### src/verilog/vemc_defs.svh
`ifndef VEMC_DEFS_SVH
`define VEMC_DEFS_SVH
// subaddresses
`define VEMC_ADDR_MODE      8'h3A
`define VEMC_ADDR_VPSCTL    8'h54
`define VEMC_ADDR_VPS_BYTE_FIVE      8'h55
`define VEMC_ADDR_VPS_BYTE_ELEVEN     8'h56
`define VEMC_ADDR_VPS_BYTE_TWELVE     8'h57
`define VEMC_ADDR_VPS_BYTE_THIRTEEN     8'h58
`define VEMC_ADDR_VPS_BYTE_FOURTEEN     8'h59
`define VEMC_ADDR_PHASE     8'h5A
`define VEMC_ADDR_BLUE_DIFF_GAIN_LO  8'h5B
`define VEMC_ADDR_RED_DIFF_GAIN_LO  8'h5C
`define VEMC_ADDR_BLACK     8'h5D
`define VEMC_ADDR_RED_DIFF_GAIN_HI  8'h5E
`define VEMC_ADDR_STATUS    8'h5F
// mode register bit positions
`define VEMC_BIT_CBAR       7
`define VEMC_BIT_SVACC      6
`define VEMC_BIT_EMBED      5
`define VEMC_BIT_DEMBYP     4
`define VEMC_BIT_SYNCF      3
`define VEMC_BIT_LUMAF      1
`define VEMC_BIT_CHROMAF    0
// sampling control bit positions
`define VEMC_BIT_PROGRAMMING_DATA_INSERT_ENABLE      7
`define VEMC_BIT_GENERAL_PURPOSE_LEVEL      6
`define VEMC_BIT_GENERAL_PURPOSE_ENABLE       5
`define VEMC_BIT_EDGE       1
`define VEMC_BIT_SLOT       0
// reset values
`define VEMC_RST_MODE       8'h03
`define VEMC_RST_VPSCTL     8'h02
`define VEMC_RST_ZERO       8'h00
// line that carries programming data
`define VEMC_VPS_LINE       10'h010
`endif

### src/verilog/vemc_pkg.sv
package vemc_pkg;
  // decoded control fields
  typedef struct packed {
    logic       colourBarSelect;
    logic       slaveVerticalAccept;
    logic       embeddedTimingSelect;
    logic       dematrixBypass;
    logic       syncFormSelect;
    logic       lumaFormat;
    logic       chromaFormat;
    logic       insertEnable;
    logic       gpLevel;
    logic       gpEnable;
    logic       samplePolarity;
    logic       slotCorrection;
    logic [7:0] subcarrierPhase;
    logic [9:0] blueDiffGain;
    logic [9:0] redDiffGain;
    logic [5:0] blackLevel;
  } vemc_ctrl_type;
  // programming data serialiser states
  typedef enum logic [2:0] {
    VPS_IDLE = 3'b001,
    VPS_SEND = 3'b010,
    VPS_DONE = 3'b100
  } vemc_vps_state_type;
endpackage

### src/verilog/vemc_controls.sv
`timescale 1ns/1ps
`include "vemc_defs.svh"
// Notes on behaviour
// colour bar replaces port data when set
// slave, accept clear: resync at odd field
// slave, accept set: follow external vsync
// triggers from pins or embedded codes
// dematrix active unless bypass bit set
// sync pin: hsync or composite form
// luma two's complement or straight binary
// chroma two's complement or straight binary
// programming data on line 16 when enabled
// monitor vsync pin: vsync or constant
// constant level follows general-purpose level
// sample on nominal or opposite edge
// slot correction swaps edge assignment
// bytes 5,11-14 sent line 16, lsb first
// subcarrier phase field, resets to zero
// host loads standard phase values
// blue gain zero gives no U
// red gain zero gives no V
// six-bit black level field
// host loads recommended black level
// gain halves joined into one value
module vemc_controls
(
  // clock and reset
  input  wire logic                 clk,
  input  wire logic                 reset_n,
  // register port
  input  wire logic [7:0]           regAddr,
  input  wire logic [7:0]           regWrData,
  input  wire logic                 regWrite,
  input  wire logic                 regRead,
  output logic      [7:0]           regRdData,
  // pins from the graphics controller
  input  wire logic [7:0]           pixel_data_port,
  input  wire logic                 frame_sync_pin,
  input  wire logic                 vertical_sync_in_pin,
  input  wire logic                 horizontal_sync_in_pin,
  // internal timing
  input  wire logic                 slaveMode,
  input  wire logic                 oddFieldStart,
  input  wire logic                 embeddedVTrig,
  input  wire logic                 embeddedHTrig,
  input  wire logic                 lineStart,
  input  wire logic [9:0]           lineNumber,
  input  wire logic                 bitTick,
  input  wire logic                 xtalCsync,
  input  wire logic                 pixelHsync,
  input  wire logic                 monitorVsync,
  input  wire logic [7:0]           colourBarData,
  // outputs
  output logic      [7:0]           encodeData,
  output logic                      resyncPulse,
  output logic                      hTrigger,
  output logic                      vTrigger,
  output logic                      monitor_hsync_pin,
  output logic                      monitor_vsync_pin,
  output logic                      vpsBit,
  output logic                      vpsActive,
  output logic                      sampleOnRise,
  output logic                      slotSwap,
  output vemc_pkg::vemc_ctrl_type   ctrl
);

  ////////////////////////////////////////////////////////////////////////
  // register storage
  logic [7:0] modeReg_r;
  logic [7:0] vpsCtlReg_r;
  logic [7:0] vpsByte_r [0:4];
  logic [7:0] phaseReg_r;
  logic [7:0] gainULoReg_r;
  logic [7:0] gainVLoReg_r;
  logic [7:0] blackReg_r;
  logic [7:0] gainVHiReg_r;
  logic [7:0] rdData_nxt;
  logic       vpsActive_r;

  // write strobes per subaddress
  wire wrMode   = regWrite && (regAddr == `VEMC_ADDR_MODE);
  wire wrVpsCtl = regWrite && (regAddr == `VEMC_ADDR_VPSCTL);
  wire wrPhase  = regWrite && (regAddr == `VEMC_ADDR_PHASE);
  wire wrGainU  = regWrite && (regAddr == `VEMC_ADDR_BLUE_DIFF_GAIN_LO);
  wire wrGainV  = regWrite && (regAddr == `VEMC_ADDR_RED_DIFF_GAIN_LO);
  wire wrBlack  = regWrite && (regAddr == `VEMC_ADDR_BLACK);
  wire wrGainVH = regWrite && (regAddr == `VEMC_ADDR_RED_DIFF_GAIN_HI);
  wire inVps    = (regAddr >= `VEMC_ADDR_VPS_BYTE_FIVE) &&
                  (regAddr <= `VEMC_ADDR_VPS_BYTE_FOURTEEN);
  wire [2:0] vpsIdx = 3'(regAddr - `VEMC_ADDR_VPS_BYTE_FIVE);

  // control registers
  always_ff @(posedge clk or negedge reset_n)
  begin
    if (!reset_n)
    begin
      modeReg_r    <= `VEMC_RST_MODE;
      vpsCtlReg_r  <= `VEMC_RST_VPSCTL;
      phaseReg_r   <= `VEMC_RST_ZERO;
      gainULoReg_r <= `VEMC_RST_ZERO;
      gainVLoReg_r <= `VEMC_RST_ZERO;
      blackReg_r   <= `VEMC_RST_ZERO;
      gainVHiReg_r <= `VEMC_RST_ZERO;
    end
    else
    begin
      if (wrMode)   modeReg_r    <= regWrData;
      if (wrVpsCtl) vpsCtlReg_r  <= regWrData;
      if (wrPhase)  phaseReg_r   <= regWrData;
      if (wrGainU)  gainULoReg_r <= regWrData;
      if (wrGainV)  gainVLoReg_r <= regWrData;
      if (wrBlack)  blackReg_r   <= regWrData;
      if (wrGainVH) gainVHiReg_r <= regWrData;
    end
  end

  // held programming data bytes; only five are kept
  always_ff @(posedge clk or negedge reset_n)
  begin
    if (!reset_n)
    begin
      for (int i = 0; i < 5; i++)
        vpsByte_r[i] <= `VEMC_RST_ZERO;
    end
    else if (regWrite && inVps)
    begin
      vpsByte_r[vpsIdx] <= regWrData;
    end
  end

  ////////////////////////////////////////////////////////////////////////
  // field decode
  assign ctrl.colourBarSelect      = modeReg_r[`VEMC_BIT_CBAR];
  assign ctrl.slaveVerticalAccept  = modeReg_r[`VEMC_BIT_SVACC];
  assign ctrl.embeddedTimingSelect = modeReg_r[`VEMC_BIT_EMBED];
  assign ctrl.dematrixBypass       = modeReg_r[`VEMC_BIT_DEMBYP];
  assign ctrl.syncFormSelect       = modeReg_r[`VEMC_BIT_SYNCF];
  assign ctrl.lumaFormat           = modeReg_r[`VEMC_BIT_LUMAF];
  assign ctrl.chromaFormat         = modeReg_r[`VEMC_BIT_CHROMAF];
  assign ctrl.insertEnable         = vpsCtlReg_r[`VEMC_BIT_PROGRAMMING_DATA_INSERT_ENABLE];
  assign ctrl.gpLevel              = vpsCtlReg_r[`VEMC_BIT_GENERAL_PURPOSE_LEVEL];
  assign ctrl.gpEnable             = vpsCtlReg_r[`VEMC_BIT_GENERAL_PURPOSE_ENABLE];
  assign ctrl.samplePolarity       = vpsCtlReg_r[`VEMC_BIT_EDGE];
  assign ctrl.slotCorrection       = vpsCtlReg_r[`VEMC_BIT_SLOT];
  assign ctrl.subcarrierPhase      = phaseReg_r;
  // gain high bits sit in the black-level and blanking registers
  assign ctrl.blueDiffGain = {blackReg_r[7:6], gainULoReg_r};
  assign ctrl.redDiffGain  = {gainVHiReg_r[7:6], gainVLoReg_r};
  assign ctrl.blackLevel   = blackReg_r[5:0];

  // readback mux; unmapped subaddresses read zero
  always_comb
  begin
    rdData_nxt = 8'h00;
    if (inVps)
      rdData_nxt = vpsByte_r[vpsIdx];
    case (regAddr)
      `VEMC_ADDR_MODE:     rdData_nxt = modeReg_r;
      `VEMC_ADDR_VPSCTL:   rdData_nxt = vpsCtlReg_r;
      `VEMC_ADDR_PHASE:    rdData_nxt = phaseReg_r;
      `VEMC_ADDR_BLUE_DIFF_GAIN_LO: rdData_nxt = gainULoReg_r;
      `VEMC_ADDR_RED_DIFF_GAIN_LO: rdData_nxt = gainVLoReg_r;
      `VEMC_ADDR_BLACK:    rdData_nxt = blackReg_r;
      `VEMC_ADDR_RED_DIFF_GAIN_HI: rdData_nxt = gainVHiReg_r;
      `VEMC_ADDR_STATUS:   rdData_nxt = {7'h00, vpsActive_r};
      default:             ;
    endcase
  end

  // read data stands only in the cycle after the strobe
  always_ff @(posedge clk or negedge reset_n)
  begin
    if (!reset_n)
      regRdData <= 8'h00;
    else
      regRdData <= regRead ? rdData_nxt : 8'h00;
  end

  ////////////////////////////////////////////////////////////////////////
  // pin synchronisers, first stage read only by second
  logic [7:0] pdMeta_r, pdSync_r;
  logic [2:0] pinMeta_r, pinSync_r;
  always_ff @(posedge clk or negedge reset_n)
  begin
    if (!reset_n)
    begin
      pdMeta_r  <= 8'h00;
      pdSync_r  <= 8'h00;
      pinMeta_r <= 3'h0;
      pinSync_r <= 3'h0;
    end
    else
    begin
      pdMeta_r  <= pixel_data_port;
      pdSync_r  <= pdMeta_r;
      pinMeta_r <= {frame_sync_pin, vertical_sync_in_pin,
                    horizontal_sync_in_pin};
      pinSync_r <= pinMeta_r;
    end
  end

  // input format: straight binary converted by flipping the sign bit
  wire [7:0] lumaIn   = ctrl.lumaFormat ? pdSync_r : pdSync_r ^ 8'h80;
  wire [7:0] chromaIn = ctrl.chromaFormat ? pdSync_r :
                        pdSync_r ^ 8'h80;
  // alternate samples are luma and chroma
  logic       lumaPhase_r;
  wire  [7:0] portSample = lumaPhase_r ? lumaIn : chromaIn;

  // source select and input phase tracking
  always_ff @(posedge clk or negedge reset_n)
  begin
    if (!reset_n)
    begin
      encodeData  <= 8'h00;
      lumaPhase_r <= 1'b0;
    end
    else
    begin
      lumaPhase_r <= ~lumaPhase_r;
      encodeData  <= ctrl.colourBarSelect ? colourBarData
                                          : portSample;
    end
  end

  // sampling edge and slot; the capture stage lives outside
  assign sampleOnRise = ctrl.samplePolarity;
  assign slotSwap     = ctrl.slotCorrection;

  ////////////////////////////////////////////////////////////////////////
  // trigger source selection; frame sync stands in for both pins
  wire pinVTrig = pinSync_r[2] | pinSync_r[1];
  wire pinHTrig = pinSync_r[2] | pinSync_r[0];
  assign vTrigger = ctrl.embeddedTimingSelect ? embeddedVTrig
                                              : pinVTrig;
  assign hTrigger = ctrl.embeddedTimingSelect ? embeddedHTrig
                                              : pinHTrig;

  // vertical edge for slave resync
  logic vTrigPrev_r;
  always_ff @(posedge clk or negedge reset_n)
  begin
    if (!reset_n)
      vTrigPrev_r <= 1'b0;
    else
      vTrigPrev_r <= vTrigger;
  end
  wire vTrigRise = vTrigger & ~vTrigPrev_r;
  assign resyncPulse = slaveMode &&
    (ctrl.slaveVerticalAccept ? vTrigRise
                              : (vTrigRise && oddFieldStart));

  // sync output form; dematrix bypass goes to the datapath via ctrl
  assign monitor_hsync_pin = ctrl.syncFormSelect ? xtalCsync
                                                 : pixelHsync;
  assign monitor_vsync_pin = ctrl.gpEnable ? ctrl.gpLevel
                                           : monitorVsync;

  ////////////////////////////////////////////////////////////////////////
  // programming data serialiser: 40 bits, lsb first, on line 16
  vemc_pkg::vemc_vps_state_type state_r;
  logic [39:0] shift_r;
  logic [5:0]  bitCnt_r;
  wire startLine = lineStart && (lineNumber == `VEMC_VPS_LINE) &&
                   ctrl.insertEnable;
  wire lastBit   = (bitCnt_r == 6'd39);

  always_ff @(posedge clk or negedge reset_n)
  begin
    if (!reset_n)
    begin
      state_r  <= vemc_pkg::VPS_IDLE;
      shift_r  <= 40'h00_0000_0000;
      bitCnt_r <= 6'd0;
    end
    else
    begin
      case (state_r)
        vemc_pkg::VPS_IDLE:
          if (startLine)
          begin
            shift_r  <= {vpsByte_r[4], vpsByte_r[3], vpsByte_r[2],
                         vpsByte_r[1], vpsByte_r[0]};
            bitCnt_r <= 6'd0;
            state_r  <= vemc_pkg::VPS_SEND;
          end
        vemc_pkg::VPS_SEND:
          if (!ctrl.insertEnable)
            state_r <= vemc_pkg::VPS_IDLE;
          else if (bitTick)
          begin
            shift_r  <= {1'b0, shift_r[39:1]};
            bitCnt_r <= 6'(bitCnt_r + 6'd1);
            if (lastBit)
              state_r <= vemc_pkg::VPS_DONE;
          end
        vemc_pkg::VPS_DONE:
          if (lineStart)
            state_r <= vemc_pkg::VPS_IDLE;
        default:
          state_r <= vemc_pkg::VPS_IDLE;
      endcase
    end
  end

  assign vpsActive_r = (state_r == vemc_pkg::VPS_SEND);
  assign vpsActive   = vpsActive_r;
  assign vpsBit      = vpsActive_r & shift_r[0];

  ////////////////////////////////////////////////////////////////////////
  // checks
  a_colour_bar_src: assert property (@(posedge clk) disable iff (!reset_n)
    ctrl.colourBarSelect |=> encodeData == $past(colourBarData))
    else $error("colour bar not selected");
  a_odd_field_only: assert property (@(posedge clk) disable iff (!reset_n)
    resyncPulse && !ctrl.slaveVerticalAccept |-> oddFieldStart)
    else $error("resync outside odd field");
  a_vsync_follow: assert property (@(posedge clk) disable iff (!reset_n)
    slaveMode && ctrl.slaveVerticalAccept && vTrigger && !vTrigPrev_r
    |-> resyncPulse)
    else $error("external vsync ignored");
  a_trig_embedded: assert property (@(posedge clk) disable iff (!reset_n)
    ctrl.embeddedTimingSelect |-> vTrigger == embeddedVTrig)
    else $error("embedded trigger not used");
  a_sync_form: assert property (@(posedge clk) disable iff (!reset_n)
    !ctrl.syncFormSelect |-> monitor_hsync_pin == pixelHsync)
    else $error("sync pin form wrong");
  a_gp_level: assert property (@(posedge clk) disable iff (!reset_n)
    ctrl.gpEnable |-> monitor_vsync_pin == ctrl.gpLevel)
    else $error("constant level wrong");
  a_vsm_normal: assert property (@(posedge clk) disable iff (!reset_n)
    !ctrl.gpEnable |-> monitor_vsync_pin == monitorVsync)
    else $error("monitor vsync not passed");
  a_vps_gate: assert property (@(posedge clk) disable iff (!reset_n)
    !ctrl.insertEnable |=> !vpsActive)
    else $error("insertion while disabled");
  a_vps_lsb: assert property (@(posedge clk) disable iff (!reset_n)
    $rose(vpsActive) |-> vpsBit == vpsByte_r[0][0])
    else $error("first bit not lsb");

endmodule

### config.mk
export PLATFORM = sky130hd
export DESIGN_NAME = vemc_controls
export DESIGN_NICKNAME = d
export VERILOG_FILES = /design/src/verilog/vemc_pkg.sv /design/src/verilog/vemc_controls.sv
export VERILOG_INCLUDE_DIRS = /design/src /design/src/verilog
export SDC_FILE = /design/constraint.sdc
export NUM_CORES = 1
export LEC_CHECK = 0
export BUFFER_PORTS_ARGS = -buffer_cell sky130_fd_sc_hd__buf_2
export CORE_ASPECT_RATIO = 0.5
export CORE_MARGIN = 5
export CORE_UTILIZATION = 35
export DETAILED_ROUTE_END_ITERATION = 12
export REMOVE_ABC_BUFFERS = 1
export SETUP_SLACK_MARGIN = 0.05
export SLEW_MARGIN = 25
export SYNTH_ARGS = -nofsm -noshare
export SYNTH_HDL_FRONTEND = slang
export SYNTH_SLANG_ARGS = --single-unit
### constraint.sdc
create_clock -name clk -period 2.4 [get_ports clk]
set_input_delay 0.12 -clock clk [delete_from_list [all_inputs] [get_ports clk]]
set_output_delay 0.12 -clock clk [all_outputs]
set_load 0.03 [all_outputs]
==> results.yml, run 1 <==
global_route:
  antenna_found_initial: 2
  grt_overflow: 0
  grt_pass1_wl_mm: 36.2
  grt_pass1_vias: 6182
  grt_max_degree: 95
  grt_use_total_pct: 16.5
finish:
  area_delta_synth_final_pct: 21.0
  fin_nets: 855
  drive_gt1_share_pct: 48.3
  final_common_cell: "mux2_2"
  multi_input_area_sq_um: 3780
  seqCellArea_sq_um: 4630
  final_cell_mix: "mux2_2 (187), dfrtp_1 (181), buf_2 (127), nand2_1 (31)"
  n_fill_cell: 2280
  reg.largest.list: "shift_r x40, vpsByte_r x40"
  fin_cells: 1141
detailed_routing:
  drtIter0Drc: 403
  viasPerCell: 5.15
  routed_wl_mm: 22.7
  met1Wirelength_mm: 10.6
  wire_per_inst_microns: 19.9
  wl_met2_mm: 10.8
  postRouteAntennaNets: 0
  drt_pass1_iterations: 5
  wl_met3_microns: 899
  vias: 5875
  drcViolationCount: 0
  top_layer_used: "met4"
die:
  die-area_sq_um: 28400
  core_area_sq_um: 24300
  dieWidth_microns: 233
  rows: 40
  io_pins: 129
  initial_utilization_pct: 35.9
  die_h_microns: 122
clocking:
  cts.hold.buffers_added: 22
  numCtsBuffers: 17
  post_cts_resized: 0
  cts_sinks: 185
  cts_tree: "built"
  cts.reportedPaths.clkPinSlew_ns: 0.07
  cts.root.buffer_cell: "clkbuf_16"
  clkLatencyLatePin_ns: 0.44
  cts_max_level: 4
  post_cts_buffers: 0
  clk_path_buf_depth: 2
job:
  drv_cap: 0
sta:
  period_needed_ns: 2.00
  worst_pin_slew_ns: 0.635
  setup_ws_ns: 0.403
  maxSlewViolCount: 0
  fmax_mhz: 501
  finalCritPeriodShare_pct: 83.2
  setup_violations: 0
  rsz0062_at_grt: "no"
  slew_headroom_pct: 57.7
  final-hold-violation-count: 0
  skew_ns: 0.00972
placement:
  dp_hpwl_mm: 15.8
  dpl_worst_slack_ns: 0.141
  place_congestion: 0.876
  placed_cells: 1086
  portBuffers: 128
power:
  p_comb_share_pct: 9.6
  power.share.sequential_pct: 49.6
  pwr-share-clk_pct: 40.8
  p_int_mw: 4.92
  powerDensity_nw_per_um2: 627
  max-vdd-ir-drop_v: 0.000462
  netSwitchingPower_mw: 1.70
  swShare_pct: 25.6
  power_mw: 6.62
  p_leak_nw: 5.16
critical_path:
  r2r-end: "shift_r[32]"
  cp_max_fo: 15
  worstRegToRegCells: 5
  crit_path_end_kind: "output pin"
  endpoint: "vpsActive"
  ff2ff_setup_slack_ns: 0.43
  worstSetupPathType: "reg2out"
  crit_start: "state_r[0]"
  arrival_ns: 1.88
  start_kind: "flip-flop"
  critical_path_required_ns: 2.28
  rr_startpoint: "state_r[0]"
run_status:
  status: "finished, final reports clean"
synth:
  synth-seq-cells: 185
  synth_top_area_share_pct: 51.9
  synth_async_sr_flop_share_pct: 100
  ys_warn_count: 0
  synth.area.top_cells: "dfrtp_1 (52%), mux2_2 (24%), nand4b_1 (1.8%), mux2i_1 (1.7%), nand2_1 (1.3%)"
  synthesis.area_sq_um: 8720
  seq_area_frac_synth_pct: 53.1
  syn_avg_cell_area_sq_um: 13.4
  synth_area_leader_cell: "dfrtp_1"
  ys_types: 59
  synthCells: 651
  synth_edf_count: 0
  synth_ff_type: "dfrtp_1"
worst_hold_path:
  hold_class: "in2async"
==> power by group through the flow <==
stage	Sequential, mW	Combinational [mW]	Clock, mW
floorplan	3.41	0.218	0
global placement	3.34	0.605	0
detailed placement	3.34	0.612	0
CTS	3.28	0.643	2.77
global route	3.29	0.689	2.89
finish	3.28	0.637	2.70
==> worst min-delay path by stage <==
stage	startpoint	endpoint	slack, ns	depth (start not counted)
global placement	reset_n	encodeData[1]	-0.02	1
floorplan	reset_n	bitCnt_r[0]	-0.18	0
finish	reset_n	pdSync_r[5]	0.1	2
global route	reset_n	pdSync_r[5]	0.12	2
detailed placement	reset_n	encodeData[1]	-0.02	1
CTS	reset_n	pdSync_r[5]	0.08	2
==> worst max-delay path, cell delays in order (launching register included) <==
cell and delay, ns:
dfstp_2 0.40, nor2b_1 0.29, nand2b_1 0.13, inv_1 0.22
buf_12 0.19, buf_2 0.21
==> cells by family (layout without fill, tap and decap cells) <==
kind of cell | Yosys count | after routing | share of synthesized area, %
AOI/OAI and AO/OA | 78 | 78 | 7.89
muxes | 206 | 206 | 26.5
and+or+nand+nor | 106 | 106 | 7.54
other | 0 | 2 | 0
buffers and inverters | 67 | 219 | 3.70
adders and majority gates | 6 | 6 | 0.860
DFF | 185 | 185 | 53.1
xor gates and xnor gates | 3 | 3 | 0.387
==> cells in the mapped netlist (2+ instances only) <==
cell       instances
nand2b_1           3
a31oi_1            2
a221o_1            8
nand3_1            8
a22oi_1            5
and4b_1            2
mux2_1             3
nand3b_1           2
a222oi_1           8
buf_2              9
mux2i_1           15
a21oi_1           13
and2_1             6
nand4b_1          18
nor2b_1            6
buf_4             14
a2111oi_4          4
o21ai_0           10
and3b_1            3
nor4bb_1           2
ha_1               6
a32oi_1            2
nor4b_1            2
o22ai_1            3
a21o_1             2
dfstp_2            4
xor2_1             2
clkbuf_1          27
or3_1              3
nand2_1           31
buf_1              4
nor2_1             6
a22o_1             8
inv_1             12
mux2_2           187
dfrtp_1          181
a221oi_1           4
nand4_1            5
==> layer usage <==
metal  up-vias  GRT usage (%)
met4         0           4.98
met3        23           3.17
met2       131           26.8
li1       2683              -
met5         -              0
met1      3038           22.7
==> cell type report <==
type	instances	area share, %
flip-flops and latches	185	43.9
multi-input cells	399	35.8
repair buffers	176	10.5
clock buffers	20	4.23
well taps	336	3.98
clock inverters	11	1.10
inverters	12	0.427
diodes	2	0.0474
==> stage by stage <==
step	cell area, sq um	utilization [%]	setup TNS [ns]	hold slack (ns)
final	10600	43.5	0	0.0983
after detailed placement	9770	40.3	0	-0.0192
after floorplan	8450	-	-50.54	-0.176
after global placement	9770	40.3	0	-0.0241
after global routing	10600	43.5	0	0.118
after CTS	10600	43.5	0	0.0760
Power figures use the tool's default switching activity.
==> run 2: changes to the inputs <==
==> constraint.sdc (replaced) <==
create_clock -name clk -period 1.8 [get_ports clk]
set_input_delay 0.09 -clock clk [delete_from_list [all_inputs] [get_ports clk]]
set_output_delay 0.09 -clock clk [all_outputs]
set_load 0.03 [all_outputs]
==> results.yml, run 2 (same netlist as run 1, synthesis figures left out) <==
sta:
  maxSlewViolCount: 0
  fmax_mhz: 519
  slew_headroom_pct: 59.5
  setup_ws_ns: -0.128
  period_needed_ns: 1.93
  final-hold-violation-count: 0
  rsz0062_at_grt: "yes"
  setup_violations: 40
  worst_pin_slew_ns: 0.599
  fin_tns_setup_ns: -4.01
  skew_ns: 0.00776
  finalCritPeriodShare_pct: 107
critical_path:
  crit_path_end_kind: "flip-flop"
  ff2ff_setup_slack_ns: -0.13
  start_kind: "flip-flop"
  cp_max_fo: 10
  critical_path_required_ns: 2.12
  rr_startpoint: "state_r[0]"
  crit_family: "flip-flops"
  crit_buf_inv: 2
  cpPeakStageDelay_ns: 0.56
  worstRegToRegCells: 6
  cpMaxStageDelayCell: "dfstp_2"
  arrival_ns: 2.25
  r2r-end: "shift_r[3]"
  cp_cell_sequence: "and4b_1, nand4_1, a21oi_4, buf_6, buf_12, mux2_2"
  worstSetupPathType: "reg2reg"
detailed_routing:
  drcViolationCount: 0
  routed_wl_mm: 24.9
  drtIter0Drc: 497
  viasPerCell: 5.22
  wire_per_inst_microns: 20.9
  drt_pass1_iterations: 9
  vias: 6219
  postRouteAntennaNets: 0
clocking:
  clk_path_buf_depth: 2
  clkLatencyLatePin_ns: 0.44
  cts_tree: "built"
  cts.reportedPaths.clkPinSlew_ns: 0.07
  cts_max_level: 4
  cts_sinks: 185
  numCtsBuffers: 17
  cts.root.buffer_cell: "clkbuf_16"
finish:
  n_fill_cell: 2144
  drive_gt1_share_pct: 52.4
  reg.largest.list: "shift_r x40, vpsByte_r x40"
  antenna_cells: 0
  post-route-util_pct: 46.5
  final_cell_mix: "dfrtp_1 (180), mux2_2 (154), buf_2 (124), buf_4 (55), mux2_4 (33)"
  final_common_cell: "dfrtp_1"
  fin_nets: 906
  area_delta_synth_final_pct: 29.4
  fin_cells: 1191
die:
  initial_utilization_pct: 35.9
  core_area_sq_um: 24300
  rows: 40
  die-area_sq_um: 28400
  io_pins: 129
  die_h_microns: 122
  dieWidth_microns: 233
power:
  pwr-share-clk_pct: 40.0
  netSwitchingPower_mw: 2.39
  power_mw: 8.84
  p_leak_nw: 5.51
  p_comb_share_pct: 10.4
  max-vdd-ir-drop_v: 0.000662
  power.share.sequential_pct: 49.5
  powerDensity_nw_per_um2: 783
  p_int_mw: 6.44
  swShare_pct: 27.1
worst_hold_path:
  hold_class: "in2async"
run_status:
  status: "finished with violations"
  violations: "negative setup slack"
global_route:
  grt_max_degree: 63
  antenna_found_initial: 0
  grt_use_total_pct: 17.2
  grt_overflow: 0
  grt_pass1_wl_mm: 37.4
  grt_pass1_vias: 6369
placement:
  placed_cells: 1126
  dp_hpwl_mm: 17.0
  place_congestion: 0.855
  dpl_worst_slack_ns: -0.252
  portBuffers: 128
job:
  drv_cap: 0
## run 2: cell count changes in the layout (fill, tap and decap cells not counted), moves of 2 or more
cell,before,now
mux2_4,0,33
buf_8,0,2
clkinvlp_4,3,5
buf_4,22,55
clkbuf_16,17,20
clkinv_2,0,3
buf_6,1,6
buf_12,4,15
clkinv_4,4,2
diode_2,2,0
buf_2,127,124
clkbuf_1,2,0
mux2_2,187,154
## run 2: repair_timing
| item | in CTS | in global routing |
|---|---|---|
| buffers inserted | 1 | 5 |
| gates resized for setup | 9 | 43 |
| pin swaps | 1 | 5 |
| endpoints found under the setup margin | 42 | 47 |
| gates cloned | 0 | 6 |
| hold endpoints to repair | 143 | 0 |
| hold buffers | 22 | 0 |
## run 2: how the worst max path moves through the flow
stage                    end            from  cells past startpoint
4_1_cts           shift_r[8]      state_r[0]                      5
3_5_place_dp   vpsByte_r[34]      regAddr[0]                      9
5_1_grt           shift_r[3]      state_r[0]                      6
2_1_floorplan     shift_r[0]  vpsCtlReg_r[7]                      4
3_3_place_gp   vpsByte_r[36]      regAddr[0]                      9
6_report          shift_r[3]      state_r[0]                      6
## run 2: worst reg2reg max path: cells and delay by family (launching register included)
family	cells	cell delay, ns
compound gates	1	0.23
buf+inv	2	0.33
flops	1	0.56
mux	1	0.34
simple gates	2	0.35
## run 2: routing by layer
| layer | part of all wire, % | GRT usage [%] | vias up |
|---|---|---|---|
| li1 | - | - | 2789 |
| met1 | 47 | 23.3 | 3228 |
| met2 | 47 | 28.7 | 172 |
| met3 | 4.2 | 3.14 | 30 |
| met4 | 1.8 | 4.75 | 0 |
| met5 | 0 | 0 | - |
## run 2: power by group through the flow
stage               Clock (mW)  Sequential, mW  Combinational, mW
floorplan                    0            4.54              0.290
global placement             0            4.45              0.866
detailed placement           0            4.46              0.883
CTS                       3.62            4.38              0.923
global route              3.79            4.39              0.994
finish                    3.54            4.38              0.921
## run 2: area by class of cell
type / instances / area (sq um) / share of cell area, %
tap: 336 / 420 / 3.72
clock buffer: 17 / 425 / 3.77
clock inverter: 15 / 119 / 1.05
multi-input combinational: 399 / 3920 / 34.7
timing repair buffer: 227 / 1730 / 15.3
sequential: 185 / 4640 / 41.1
inverter: 12 / 45.0 / 0.399
## run 2: through the flow
stage / cell area, sq um / hold slack (ns)
3_5_place_dp: 10200 / 0.0574
2_1_floorplan: 8450 / -0.206
5_1_grt: 11300 / 0.170
6_report: 11300 / 0.157
4_1_cts: 11000 / 0.144
3_3_place_gp: 10200 / 0.0574
==> run 3: changes to the inputs <==
--- a/config.mk
+++ b/config.mk
@@ -11,6 +11,7 @@
 export CORE_MARGIN = 5
 export CORE_UTILIZATION = 35
 export DETAILED_ROUTE_END_ITERATION = 12
+export MAX_ROUTING_LAYER = met4
 export REMOVE_ABC_BUFFERS = 1
 export SETUP_SLACK_MARGIN = 0.05
 export SLEW_MARGIN = 25
==> results.yml, run 3 (same netlist as run 1, synthesis figures left out) <==
finish:
  reg.largest.list: "shift_r x40, vpsByte_r x40"
  fin_nets: 906
  fin_cells: 1191
  antenna_cells: 0
  final_cell_mix: "dfrtp_1 (180), mux2_2 (158), buf_2 (124), buf_4 (55), nand2_1 (31)"
  n_fill_cell: 2151
  area_delta_synth_final_pct: 29.2
  drive_gt1_share_pct: 52.4
  final_common_cell: "dfrtp_1"
clocking:
  cts_tree: "built"
  cts_sinks: 185
  cts.root.buffer_cell: "clkbuf_16"
  cts.reportedPaths.clkPinSlew_ns: 0.07
  numCtsBuffers: 17
  cts_max_level: 4
  clk_path_buf_depth: 2
  clkLatencyLatePin_ns: 0.44
sta:
  fin_tns_setup_ns: -4.16
  setup_ws_ns: -0.128
  slew_headroom_pct: 60.6
  skew_ns: 0.00769
  worst_pin_slew_ns: 0.582
  finalCritPeriodShare_pct: 107
  maxSlewViolCount: 0
  period_needed_ns: 1.93
  fmax_mhz: 519
  rsz0062_at_grt: "yes"
  setup_violations: 40
  final-hold-violation-count: 0
die:
  core_area_sq_um: 24300
  io_pins: 129
  die_h_microns: 122
  rows: 40
  die-area_sq_um: 28400
  dieWidth_microns: 233
  initial_utilization_pct: 35.9
detailed_routing:
  drtIter0Drc: 532
  viasPerCell: 5.21
  drt_pass1_iterations: 7
  drcViolationCount: 0
  vias: 6202
  wire_per_inst_microns: 20.9
  routed_wl_mm: 24.9
  postRouteAntennaNets: 0
run_status:
  violations: "negative setup slack"
  status: "finished with violations"
power:
  netSwitchingPower_mw: 2.39
  swShare_pct: 27.1
  powerDensity_nw_per_um2: 784
  pwr-share-clk_pct: 40.0
  p_leak_nw: 5.51
  power.share.sequential_pct: 49.5
  max-vdd-ir-drop_v: 0.000667
  p_int_mw: 6.44
  p_comb_share_pct: 10.4
placement:
  place_congestion: 0.869
  dp_hpwl_mm: 17.0
  placed_cells: 1126
  portBuffers: 128
critical_path:
  crit_path_end_kind: "flip-flop"
  crit_family: "flip-flops"
  worstSetupPathType: "reg2reg"
  arrival_ns: 2.25
  critical_path_required_ns: 2.12
  crit_buf_inv: 2
  cp_cell_sequence: "and4b_1, nand4_1, a21oi_4, buf_8, clkbuf_16, mux2_4"
  start_kind: "flip-flop"
  cpPeakStageDelay_ns: 0.56
  cpMaxStageDelayCell: "dfstp_2"
  cp_max_fo: 5
global_route:
  grt_max_degree: 63
  grt_use_total_pct: 17.8
  grt_pass1_wl_mm: 37.5
  grt_pass1_vias: 6357
  met1_usage_pct: 23.5
  antenna_found_initial: 0
  use_met3_pct: 3.14
  use_met2_pct: 28.6
  grt.busiest_layer: "met2"
  grt_overflow: 0
worst_hold_path:
  hold_class: "in2async"
job:
  drv_cap: 0
[run 3: cell counts in the layout (fill, tap and decap cells not counted)]
Identical to the previous run, type by type.
[run 3: power groups by stage]
stage / registers [mW] / clock network [mW] / logic (mW)
after global routing: 4.39 / 3.80 / 0.995
after global placement: 4.45 / 0 / 0.866
after detailed placement: 4.46 / 0 / 0.883
final: 4.38 / 3.54 / 0.922
after floorplan: 4.54 / 0 / 0.290
after CTS: 4.38 / 3.62 / 0.923
[run 3: through the flow]
stage / total power [mW] / util, % / hold slack, ns / setup slack (ns) / cell area (sq um)
2_1_floorplan: 4.83 / - / -0.206 / -1.86 / 8450
3_3_place_gp: 5.32 / 42.0 / 0.0574 / -0.205 / 10200
3_5_place_dp: 5.34 / 42.0 / 0.0574 / -0.252 / 10200
4_1_cts: 8.92 / 45.3 / 0.144 / -0.0960 / 11000
5_1_grt: 9.18 / 46.4 / 0.168 / -0.173 / 11300
6_report: 8.84 / 46.4 / 0.155 / -0.128 / 11300
[run 3: layout make-up]
cell class	instances	area [sq um]	share of cell area, %
inverter	12	45.0	0.400
tap	336	420	3.73
sequential	185	4640	41.1
clock inverter	15	119	1.05
clock buffer	17	425	3.77
timing repair buffer	227	1730	15.3
multi-input combinational	399	3900	34.6
[run 3: path summary, 6_finish.rpt]
path | start | depth (start not counted) | slack (ns) | to
min reg2reg | pinMeta_r[2] | 0 | 0.35 | pinSync_r[2]
max | state_r[0] | 6 | -0.13 | shift_r[11]
max reg2reg | state_r[0] | 6 | -0.13 | shift_r[11]
min | reset_n | 2 | 0.16 | encodeData[6]
min in group clk | regWrData[0] | 2 | 0.18 | modeReg_r[0]
max in group asynchronous | reset_n | 3 | 0.96 | vpsByte_r[34]
[run 3: what timing repair did]
item,4_1_cts,5_1_grt
buffers inserted,1,5
setup endpoints to repair,42,47
resized for setup,9,39
pin swaps,1,5
gates cloned,0,6
endpoints found under the hold margin,143,0
hold buffers,22,0
[run 3: per-layer routing]
| metal | up-vias | wire, microns |
|---|---|---|
| li1 | 2791 | - |
| met3 | 26 | 1060 |
| met5 | - | 0 |
| met4 | 0 | 365 |
| met2 | 166 | 11800 |
| met1 | 3219 | 11600 |
[run 3: worst reg2reg max path: stages (launching register included)]
cell       delay (ns)
dfstp_2          0.56
and4b_1          0.19
nand4_1          0.16
a21oi_4          0.23
buf_8            0.18
clkbuf_16        0.19
mux2_4           0.30
